===== config.mk =====
export PLATFORM = sky130hd
export DESIGN_NAME = tc16_timer_flat
export DESIGN_NICKNAME = d
export VERILOG_FILES = /design/src/pkg/tc16_pkg.sv /design/src/pkg/tc16_bus_if.sv /design/src/core/tc16_timer.sv /design/src/flat_wrapper.sv
export SDC_FILE = /design/constraint.sdc
export NUM_CORES = 1
export LEC_CHECK = 0
export BUFFER_PORTS_ARGS = -buffer_cell sky130_fd_sc_hd__clkbuf_2
export CAP_MARGIN = 15
export CORE_ASPECT_RATIO = 2
export CORE_MARGIN = 3
export CORE_UTILIZATION = 40
export CTS_BUF_LIST = sky130_fd_sc_hd__clkbuf_8
export CTS_CLUSTER_SIZE = 20
export DETAILED_ROUTE_END_ITERATION = 8
export PLACE_DENSITY = 0.62
export SLEW_MARGIN = 30
export SYNTH_ARGS = -nofsm -noshare
export SYNTH_HDL_FRONTEND = slang
export SYNTH_SLANG_ARGS = --single-unit

===== constraint.sdc =====
create_clock -name sys_clk -period 4.2 [get_ports sys_clk]
set_clock_uncertainty 0.1 [all_clocks]
set_input_delay 1.26 -clock sys_clk [delete_from_list [all_inputs] [get_ports sys_clk]]
set_output_delay 1.26 -clock sys_clk [all_outputs]
set_load 0.1 [all_outputs]

===== src/pkg/tc16_pkg.sv =====
// Shared constants for the 16-bit timer with input capture.
// Assumes an 8-bit processor bus with a 4-bit byte address.
`default_nettype none

package tc16_pkg;

	// ---------------------------------------------------------------
	// Bus geometry
	// ---------------------------------------------------------------
	localparam int ADDR_W = 4;
	localparam int DATA_W = 8;

	// ---------------------------------------------------------------
	// Byte locations
	// ---------------------------------------------------------------
	localparam logic [3:0] OFS_CTRL_A     = 4'h0;
	localparam logic [3:0] OFS_CTRL_B     = 4'h1;
	localparam logic [3:0] OFS_COUNT_LO   = 4'h2;
	localparam logic [3:0] OFS_COUNT_HI   = 4'h3;
	localparam logic [3:0] OFS_CAPTURE_LO = 4'h4;
	localparam logic [3:0] OFS_CAPTURE_HI = 4'h5;
	localparam logic [3:0] OFS_FLAGS      = 4'h6;
	localparam logic [3:0] OFS_IRQ_MASK   = 4'h7;
	localparam logic [3:0] OFS_CMP_CTRL   = 4'h8;

	// ---------------------------------------------------------------
	// Field positions
	// ---------------------------------------------------------------
	localparam int CTRL_A_WGM_LO  = 0;   // waveform_mode_select[1:0]
	localparam int CTRL_B_CS_LO   = 0;   // clock_source_select[2:0]
	localparam int CTRL_B_WGM_HI  = 3;   // waveform_mode_select[3:2]
	localparam int CTRL_B_EDGE    = 6;   // 1 = rising edge captures
	localparam int CTRL_B_NF_EN   = 7;   // noise_filter_enable
	localparam int FLAG_OVF       = 0;   // overflow_flag
	localparam int FLAG_CAP       = 5;   // capture_flag
	localparam int CMP_CAP_SEL    = 2;   // comparator_capture_select

	// ---------------------------------------------------------------
	// Reset values
	// ---------------------------------------------------------------
	localparam logic [7:0]  RST_BYTE  = 8'h00;
	localparam logic [15:0] RST_WORD  = 16'h0000;

	// ---------------------------------------------------------------
	// Counter limits and timing
	// ---------------------------------------------------------------
	localparam logic [15:0] CNT_MAX   = 16'hffff;
	localparam logic [15:0] TOP_8BIT  = 16'h00ff;
	localparam logic [15:0] TOP_9BIT  = 16'h01ff;
	localparam logic [15:0] TOP_10BIT = 16'h03ff;
	localparam int NF_SAMPLES         = 4;
	localparam logic [2:0] SRC_SETTLE = 3'h7;  // Source change to capture
	localparam int PRESC_MIN_W        = 10;  // widest divide is 1024

	// Clock source codes
	localparam logic [2:0] CS_STOP    = 3'h0;
	localparam logic [2:0] CS_EXT_F   = 3'h6;
	localparam logic [2:0] CS_EXT_R   = 3'h7;

	// ---------------------------------------------------------------
	// Host command kinds
	// ---------------------------------------------------------------
	typedef enum logic [1:0] {
		TC16_WR8,
		TC16_RD8,
		TC16_WR16,
		TC16_RD16
	} tc16_cmd_t;

endpackage

`default_nettype wire


===== src/pkg/tc16_bus_if.sv =====
// Byte bus plus interrupt lines between processor and timer.
// Both ends run on the same sys_clk; strobes last one cycle.
`default_nettype none

interface tc16_bus_if;
	logic [3:0] addr;      // Byte location
	logic       wr;        // Write strobe
	logic       rd;        // Read strobe
	logic [7:0] wdata;     // Write data
	logic [7:0] rdata;     // Read data, one cycle after rd
	logic       ovf_irq;   // Overflow interrupt request
	logic       cap_irq;   // Capture interrupt request
	logic       ovf_ack;   // Overflow interrupt taken
	logic       cap_ack;   // Capture interrupt taken

	modport dev (
		input  addr, wr, rd, wdata, ovf_ack, cap_ack,
		output rdata, ovf_irq, cap_irq
	);
	modport host (
		output addr, wr, rd, wdata, ovf_ack, cap_ack,
		input  rdata, ovf_irq, cap_irq
	);
endinterface

`default_nettype wire


===== src/core/tc16_timer.sv =====
// Timer end: 16-bit up/down counter, byte bus, shared high-byte
// holding register and input capture with optional noise filter.
// Assumes pins are synchronous to sys_clk and the host keeps byte
// order on 16-bit accesses.
`default_nettype none

module tc16_timer #(
	parameter int PRESC_W = 10
) (
	input  wire logic     sys_clk,           // System clock
	input  wire logic     rst_n,             // Async reset, active low
	tc16_bus_if.dev       bus,               // Processor side
	input  wire logic     capture_pin,       // Capture event input
	input  wire logic     comparator_output, // Comparator result
	input  wire logic     ext_tick_pin,      // External count source
	output logic          timer_tick         // Tick pulse, for view
);
	import tc16_pkg::*;

	// ---------------------------------------------------------------
	// Parameter check
	// ---------------------------------------------------------------
	if (PRESC_W < PRESC_MIN_W) begin : g_chk
		$error("PRESC_W too small for the widest divide");
	end

	typedef struct packed {
		logic [15:0]        cnt;
		logic [15:0]        icr;
		logic [7:0]         temp;
		logic [7:0]         ctl_a;
		logic [7:0]         ctl_b;
		logic [7:0]         cmp;
		logic [7:0]         msk;
		logic               ovf;
		logic               icf;
		logic               up;
		logic [PRESC_W-1:0] presc;
		logic [NF_SAMPLES-1:0] samp;
		logic               filt;
		logic               canc;
		logic               ext_q;
		logic [7:0]         rdata;
	} tc16_dev_state_t;

	tc16_dev_state_t s_reg;
	tc16_dev_state_t s_next;

	// ---------------------------------------------------------------
	// Mode decoding
	// ---------------------------------------------------------------
	function automatic logic [15:0] tc16_top(input logic [3:0] m,
	                                         input logic [15:0] icr);
		unique case (m)
			4'h1, 4'h5:                tc16_top = TOP_8BIT;
			4'h2, 4'h6:                tc16_top = TOP_9BIT;
			4'h3, 4'h7:                tc16_top = TOP_10BIT;
			4'h8, 4'ha, 4'hc, 4'he:    tc16_top = icr;
			default:                   tc16_top = CNT_MAX;
		endcase
	endfunction

	function automatic logic tc16_uses_icr(input logic [3:0] m);
		tc16_uses_icr = (m == 4'h8) || (m == 4'ha) ||
		                (m == 4'hc) || (m == 4'he);
	endfunction

	function automatic logic tc16_dual(input logic [3:0] m);
		tc16_dual = (m >= 4'h1 && m <= 4'h3) ||
		            (m >= 4'h8 && m <= 4'hb);
	endfunction

	function automatic logic tc16_fast(input logic [3:0] m);
		tc16_fast = (m >= 4'h5 && m <= 4'h7) || (m >= 4'he);
	endfunction

	// Tick from clock select; the divide taps share one prescaler
	function automatic logic tc16_tick(input logic [2:0] cs,
	                                   input logic [PRESC_W-1:0] p,
	                                   input logic rise,
	                                   input logic fall);
		unique case (cs)
			CS_STOP:  tc16_tick = 1'b0;
			3'h1:     tc16_tick = 1'b1;
			3'h2:     tc16_tick = &p[2:0];
			3'h3:     tc16_tick = &p[5:0];
			3'h4:     tc16_tick = &p[7:0];
			3'h5:     tc16_tick = &p[9:0];
			CS_EXT_F: tc16_tick = fall;
			CS_EXT_R: tc16_tick = rise;
		endcase
	endfunction

	logic [3:0]  mode;
	logic [15:0] top;
	logic        tick, raw, lvl, cap_evt;
	logic        ovf_set, ovf_clr, icf_clr, wr_lo_cnt;

	// ---------------------------------------------------------------
	// Next state
	// ---------------------------------------------------------------
	always_comb begin
		s_next = s_reg;
		mode = {s_reg.ctl_b[CTRL_B_WGM_HI +: 2],
		        s_reg.ctl_a[CTRL_A_WGM_LO +: 2]};
		top = tc16_top(mode, s_reg.icr);

		// Clock select and prescaler
		s_next.ext_q = ext_tick_pin;
		if (s_reg.ctl_b[CTRL_B_CS_LO +: 3] == CS_STOP) begin
			s_next.presc = '0;
		end else begin
			s_next.presc = s_reg.presc + PRESC_W'(1);
		end
		tick = tc16_tick(s_reg.ctl_b[CTRL_B_CS_LO +: 3], s_reg.presc,
		                 ext_tick_pin & ~s_reg.ext_q,
		                 ~ext_tick_pin & s_reg.ext_q);

		// Counter sequence
		ovf_set = 1'b0;
		if (tick) begin
			if (tc16_dual(mode)) begin
				if (s_reg.cnt == RST_WORD) begin
					ovf_set = 1'b1;
				end
				// Turn at the ends, then step the new way
				if (s_reg.up && s_reg.cnt >= top) begin
					s_next.up = 1'b0;
				end else if (!s_reg.up && s_reg.cnt == RST_WORD) begin
					s_next.up = 1'b1;
				end
				s_next.cnt = s_next.up ? s_reg.cnt + 16'h0001
				                       : s_reg.cnt - 16'h0001;
			end else begin
				s_next.up  = 1'b1;
				s_next.cnt = (s_reg.cnt == top) ? RST_WORD
				                                : s_reg.cnt + 16'h0001;
				ovf_set = tc16_fast(mode) ? (s_reg.cnt == top)
				                          : (s_reg.cnt == CNT_MAX);
			end
		end

		// Capture source, sampling and noise filter
		raw = s_reg.cmp[CMP_CAP_SEL] ? comparator_output
		                             : capture_pin;
		s_next.samp = {s_reg.samp[NF_SAMPLES-2:0], raw};
		// Canceler always runs, so enabling it shows no false edge
		if (&s_reg.samp || ~|s_reg.samp) begin
			s_next.canc = s_reg.samp[0];
		end
		// Its own flop makes the fourth extra cycle over the chain
		lvl = s_reg.ctl_b[CTRL_B_NF_EN] ? s_reg.canc
		                                : s_reg.samp[0];
		s_next.filt = lvl;
		cap_evt = (lvl != s_reg.filt) &&
		          (lvl == s_reg.ctl_b[CTRL_B_EDGE]) &&
		          !tc16_uses_icr(mode);
		if (cap_evt) begin
			s_next.icr = s_reg.cnt;
		end

		// Processor reads; a low read latches the upper byte
		s_next.rdata = RST_BYTE;
		if (bus.rd) begin
			unique case (bus.addr)
				OFS_CTRL_A:   s_next.rdata = s_reg.ctl_a;
				OFS_CTRL_B:   s_next.rdata = s_reg.ctl_b;
				OFS_COUNT_LO: begin
					s_next.rdata = s_reg.cnt[7:0];
					s_next.temp  = s_reg.cnt[15:8];
				end
				OFS_CAPTURE_LO: begin
					s_next.rdata = s_reg.icr[7:0];
					s_next.temp  = s_reg.icr[15:8];
				end
				OFS_COUNT_HI, OFS_CAPTURE_HI:
					s_next.rdata = s_reg.temp;
				OFS_FLAGS: begin
					s_next.rdata[FLAG_OVF] = s_reg.ovf;
					s_next.rdata[FLAG_CAP] = s_reg.icf;
				end
				OFS_IRQ_MASK: s_next.rdata = s_reg.msk;
				OFS_CMP_CTRL: s_next.rdata = s_reg.cmp;
				default:      s_next.rdata = RST_BYTE;
			endcase
		end

		// Processor writes; they land after the counter update
		ovf_clr = 1'b0;
		icf_clr = 1'b0;
		wr_lo_cnt = bus.wr && (bus.addr == OFS_COUNT_LO);
		if (bus.wr) begin
			unique case (bus.addr)
				OFS_CTRL_A:   s_next.ctl_a = bus.wdata;
				OFS_CTRL_B:   s_next.ctl_b = bus.wdata;
				OFS_COUNT_HI, OFS_CAPTURE_HI:
					s_next.temp = bus.wdata;
				OFS_CAPTURE_LO: begin
					if (tc16_uses_icr(mode)) begin
						s_next.icr = {s_reg.temp, bus.wdata};
					end
				end
				OFS_FLAGS: begin
					ovf_clr = bus.wdata[FLAG_OVF];
					icf_clr = bus.wdata[FLAG_CAP];
				end
				OFS_IRQ_MASK: s_next.msk = bus.wdata;
				OFS_CMP_CTRL: s_next.cmp = bus.wdata;
				default:      ;
			endcase
		end
		if (wr_lo_cnt) begin
			s_next.cnt = {s_reg.temp, bus.wdata};
		end

		// Flags: a set in the clearing cycle survives
		s_next.ovf = (s_reg.ovf & ~(ovf_clr | bus.ovf_ack)) | ovf_set;
		s_next.icf = (s_reg.icf & ~(icf_clr | bus.cap_ack)) |
		             cap_evt;
	end

	// ---------------------------------------------------------------
	// State register
	// ---------------------------------------------------------------
	always_ff @(posedge sys_clk or negedge rst_n) begin
		if (!rst_n) begin
			s_reg       <= '0;
			s_reg.up    <= 1'b1;
		end else begin
			s_reg <= s_next;
		end
	end

	// ---------------------------------------------------------------
	// Outputs
	// ---------------------------------------------------------------
	assign bus.rdata   = s_reg.rdata;
	assign bus.ovf_irq = s_reg.ovf & s_reg.msk[FLAG_OVF];
	assign bus.cap_irq = s_reg.icf & s_reg.msk[FLAG_CAP];
	assign timer_tick  = tick;

endmodule

`default_nettype wire


===== src/flat_wrapper.sv =====
// flat-port wrapper written by rule: the top's interface ports become plain ports
module tc16_timer_flat import tc16_pkg::*;
#(
	parameter int PRESC_W = 10
)
  (sys_clk, rst_n, capture_pin, comparator_output, ext_tick_pin, timer_tick, bus_addr, bus_wr, bus_rd, bus_wdata, bus_ovf_ack, bus_cap_ack, bus_rdata, bus_ovf_irq, bus_cap_irq);
  tc16_bus_if bus_i ();
  input  wire logic sys_clk;
  input  wire logic rst_n;
  input  wire logic capture_pin;
  input  wire logic comparator_output;
  input  wire logic ext_tick_pin;
  output logic timer_tick;
  input wire logic [$bits(bus_i.addr)-1:0] bus_addr;
  input wire logic [$bits(bus_i.wr)-1:0] bus_wr;
  input wire logic [$bits(bus_i.rd)-1:0] bus_rd;
  input wire logic [$bits(bus_i.wdata)-1:0] bus_wdata;
  input wire logic [$bits(bus_i.ovf_ack)-1:0] bus_ovf_ack;
  input wire logic [$bits(bus_i.cap_ack)-1:0] bus_cap_ack;
  output wire logic [$bits(bus_i.rdata)-1:0] bus_rdata;
  output wire logic [$bits(bus_i.ovf_irq)-1:0] bus_ovf_irq;
  output wire logic [$bits(bus_i.cap_irq)-1:0] bus_cap_irq;
  assign bus_i.addr = bus_addr;
  assign bus_i.wr = bus_wr;
  assign bus_i.rd = bus_rd;
  assign bus_i.wdata = bus_wdata;
  assign bus_i.ovf_ack = bus_ovf_ack;
  assign bus_i.cap_ack = bus_cap_ack;
  assign bus_rdata = bus_i.rdata;
  assign bus_ovf_irq = bus_i.ovf_irq;
  assign bus_cap_irq = bus_i.cap_irq;
  tc16_timer #(.PRESC_W(PRESC_W)) u_core (.sys_clk(sys_clk), .rst_n(rst_n), .bus(bus_i), .capture_pin(capture_pin), .comparator_output(comparator_output), .ext_tick_pin(ext_tick_pin), .timer_tick(timer_tick));
endmodule

==> impl_metrics.env <==
export IMPL_grt_antenna_before_repair=0
export IMPL_first_pass_iters=5
export IMPL_start_util=0.413
export IMPL_drive_above_1_share=0.172
export IMPL_setup_viol=0
export IMPL_place_inst=853
export IMPL_fin_total_pwr_mw=3.27
export IMPL_critPathLaunchType="input port"
export IMPL_gp_congestion=0.891
export IMPL_worstSetupEndpointType="output port"
export IMPL_hold_depth=0
export IMPL_grt_pass1_vias=5398
export IMPL_async_flop_share=1.00
export IMPL_cap_viol_max_count=0
export IMPL_h_tree_depth=3
export IMPL_grt_use_total=0.222
export IMPL_netlist_cell_type_count=63
export IMPL_clk_latency_ps=380
export IMPL_cts_resized_gates=0
export IMPL_clk_pin_slew_ps=110
export IMPL_grt_max_degree=46
export IMPL_worstPathMaxFanout=7
export IMPL_drt_iter0_drc=331
export IMPL_cts_buffers_inserted=9
export IMPL_path_class="input port to output port"
export IMPL_fin_cells=869
export IMPL_yosys_warnings=0
export IMPL_fmax_ghz=0.263
export IMPL_die_w_um=94.0
export IMPL_dp_slack_ps=405
export IMPL_yosys_top_cells_area="dfrtp_1 (40%), mux2_2 (7.3%), mux2i_1 (6.8%)"
export IMPL_synth_seq_cells=100
export IMPL_drv_slew=0
export IMPL_syn_inst=660
export IMPL_fp_dieArea_sq_um=17100
export IMPL_netlist_area_sq_um=6190
export IMPL_core_sq_um=15000
export IMPL_yosysSeqAreaShare=0.404
export IMPL_cts_buffer_depth=2
export IMPL_avgSynthCellArea_sq_um=9.38
export IMPL_vias_per_cell=6.08
export IMPL_hpwlAfterDp_um=14300
export IMPL_grt_pass1_wl_um=28900
export IMPL_synth_top_cell_area_share=0.400
export IMPL_cts_sinks=100
export IMPL_critical_path_required_ps=2840
export IMPL_r2r_cells=11
export IMPL_largest_reg_flops=85
export IMPL_root_buffer="clkbuf_8"
export IMPL_tns_ps=0
export IMPL_max_slew_margin=0.456
export IMPL_fin_crit_ps=3800
export IMPL_die_h_um=182
export IMPL_ir_drop_mv=0.345
export IMPL_arrival_ps=2440
export IMPL_synth_top_flop_cell="dfrtp_1"
export IMPL_synth_commonest_cells="dfrtp_1 (99), nand2_1 (78), nor2_1 (52)"
export IMPL_ant_nets=0
export IMPL_status="completed"
export IMPL_syn_num_nets=702
export IMPL_post_dp_cell_area_sq_um=6500
export IMPL_yosysMostFrequentCell="dfrtp_1"
export IMPL_io_buffers=31
export IMPL_num_antenna_cells=0
export IMPL_remaining_drc_errors=0
export IMPL_max_slew_worst_pin_slew_ps=813
export IMPL_yosys_area_top_type="dfrtp_1"
export IMPL_syn2layout_area_growth_pct=8.25
export IMPL_hold_viol=0
export IMPL_cts_tree="done"
export IMPL_totalWireLength_um=18500
export IMPL_via_count=5281
export IMPL_power_density_nw_per_um2=488
export IMPL_final_area_sq_um=6700
export IMPL_rows=63
export IMPL_postCtsSetupRepairBufs=0
export IMPL_p_leak_nw=2.77
export IMPL_synth_edf_count=0
export IMPL_wl_per_cell_um=21.2
export IMPL_setup_slack_ps=397
export IMPL_rsz0062_at_grt="no"
export IMPL_nNetsFinal=711
export IMPL_overflow=0
export IMPL_hold_path_class="register to register"
export IMPL_cts_hold_buf=0
export IMPL_num_io_pins=32
export IMPL_finalCritPeriodShare=0.905
[cells by family (layout without fill, tap and decap cells)]
group | Yosys count | count (layout) | share of synthesized area
xor+xnor | 11 | 11 | 0.0156
mux | 82 | 82 | 0.141
simple gates | 237 | 237 | 0.191
flops | 100 | 100 | 0.404
compound gates | 152 | 152 | 0.163
fa+ha+maj | 21 | 21 | 0.0424
buf+inv | 57 | 71 | 0.0431
[report_power, final]
group	switching [mW]	internal [mW]
Combinational	0.699	0.489
Clock	0.380	0.243
Sequential	0.277	1.18
[metrics by stage]
| stage | utilization | hold WS [ps] |
|---|---|---|
| floorplan | - | 267 |
| CTS | 0.447 | 318 |
| detailed placement | 0.434 | 289 |
| global placement | 0.434 | 280 |
| global route | 0.447 | 329 |
| finish | 0.447 | 312 |
[per-layer routing]
layer | track usage | up-vias | share of wire
li1 | - | 2420 | -
met1 | 0.226 | 2610 | 0.35
met2 | 0.397 | 176 | 0.54
met3 | 0.0286 | 75 | 0.038
met4 | 0.170 | 0 | 0.074
met5 | 0 | - | 0
[final cells by class]
| cell class | instances | area, sq um |
|---|---|---|
| Inverter | 7 | 26.3 |
| Fill cell | 1471 | 8280 |
| Clock buffer | 10 | 138 |
| Tap cell | 195 | 244 |
| Clock inverter | 6 | 56.3 |
| Multi-Input combinational cell | 503 | 3430 |
| Timing Repair Buffer | 48 | 300 |
| Sequential cell | 100 | 2500 |
[final timing paths]
check,startpoint,endpoint,slack (ps)
min in group asynchronous,rst_n,u_core.s_next[12]$_DFF_PN0_,760
max,ext_tick_pin,timer_tick,400
max reg2reg,u_core.mode[0]$_DFFE_PN0P_,u_core.s_reg[99]$_DFFE_PN0P_,410
max in group asynchronous,rst_n,u_core.s_reg[25]$_DFFE_PN1P_,2400
min,u_core.s_next[14]$_DFF_PN0_,u_core.s_reg[14]$_DFF_PN0_,310
min reg2reg,u_core.s_next[14]$_DFF_PN0_,u_core.s_reg[14]$_DFF_PN0_,310
[critical path: stages]
cell,delay (ps)
clkbuf_2,100
nand4bb_1,120
nand4_1,90
o21ai_0,90
o21a_1,420
inv_1,170
buf_12,200
[placed cells by master (no fill, tap or decap), types with 10 or more instances in the layout]
| cell type | Yosys | final |
|---|---|---|
| a21oi_1 | 24 | 24 |
| and3_1 | 10 | 10 |
| buf_4 | 9 | 18 |
| clkbuf_2 | 0 | 29 |
| clkbuf_8 | 0 | 10 |
| dfrtp_1 | 99 | 99 |
| ha_1 | 21 | 21 |
| mux2_2 | 40 | 40 |
| mux2i_1 | 42 | 42 |
| nand2_1 | 78 | 78 |
| nand3_1 | 12 | 12 |
| nor2_1 | 52 | 51 |
| nor2b_1 | 14 | 14 |
| nor3_1 | 23 | 22 |
| o211ai_1 | 16 | 16 |
| o21ai_0 | 48 | 48 |
No activity file was read; power rests on OpenSTA's default activity.
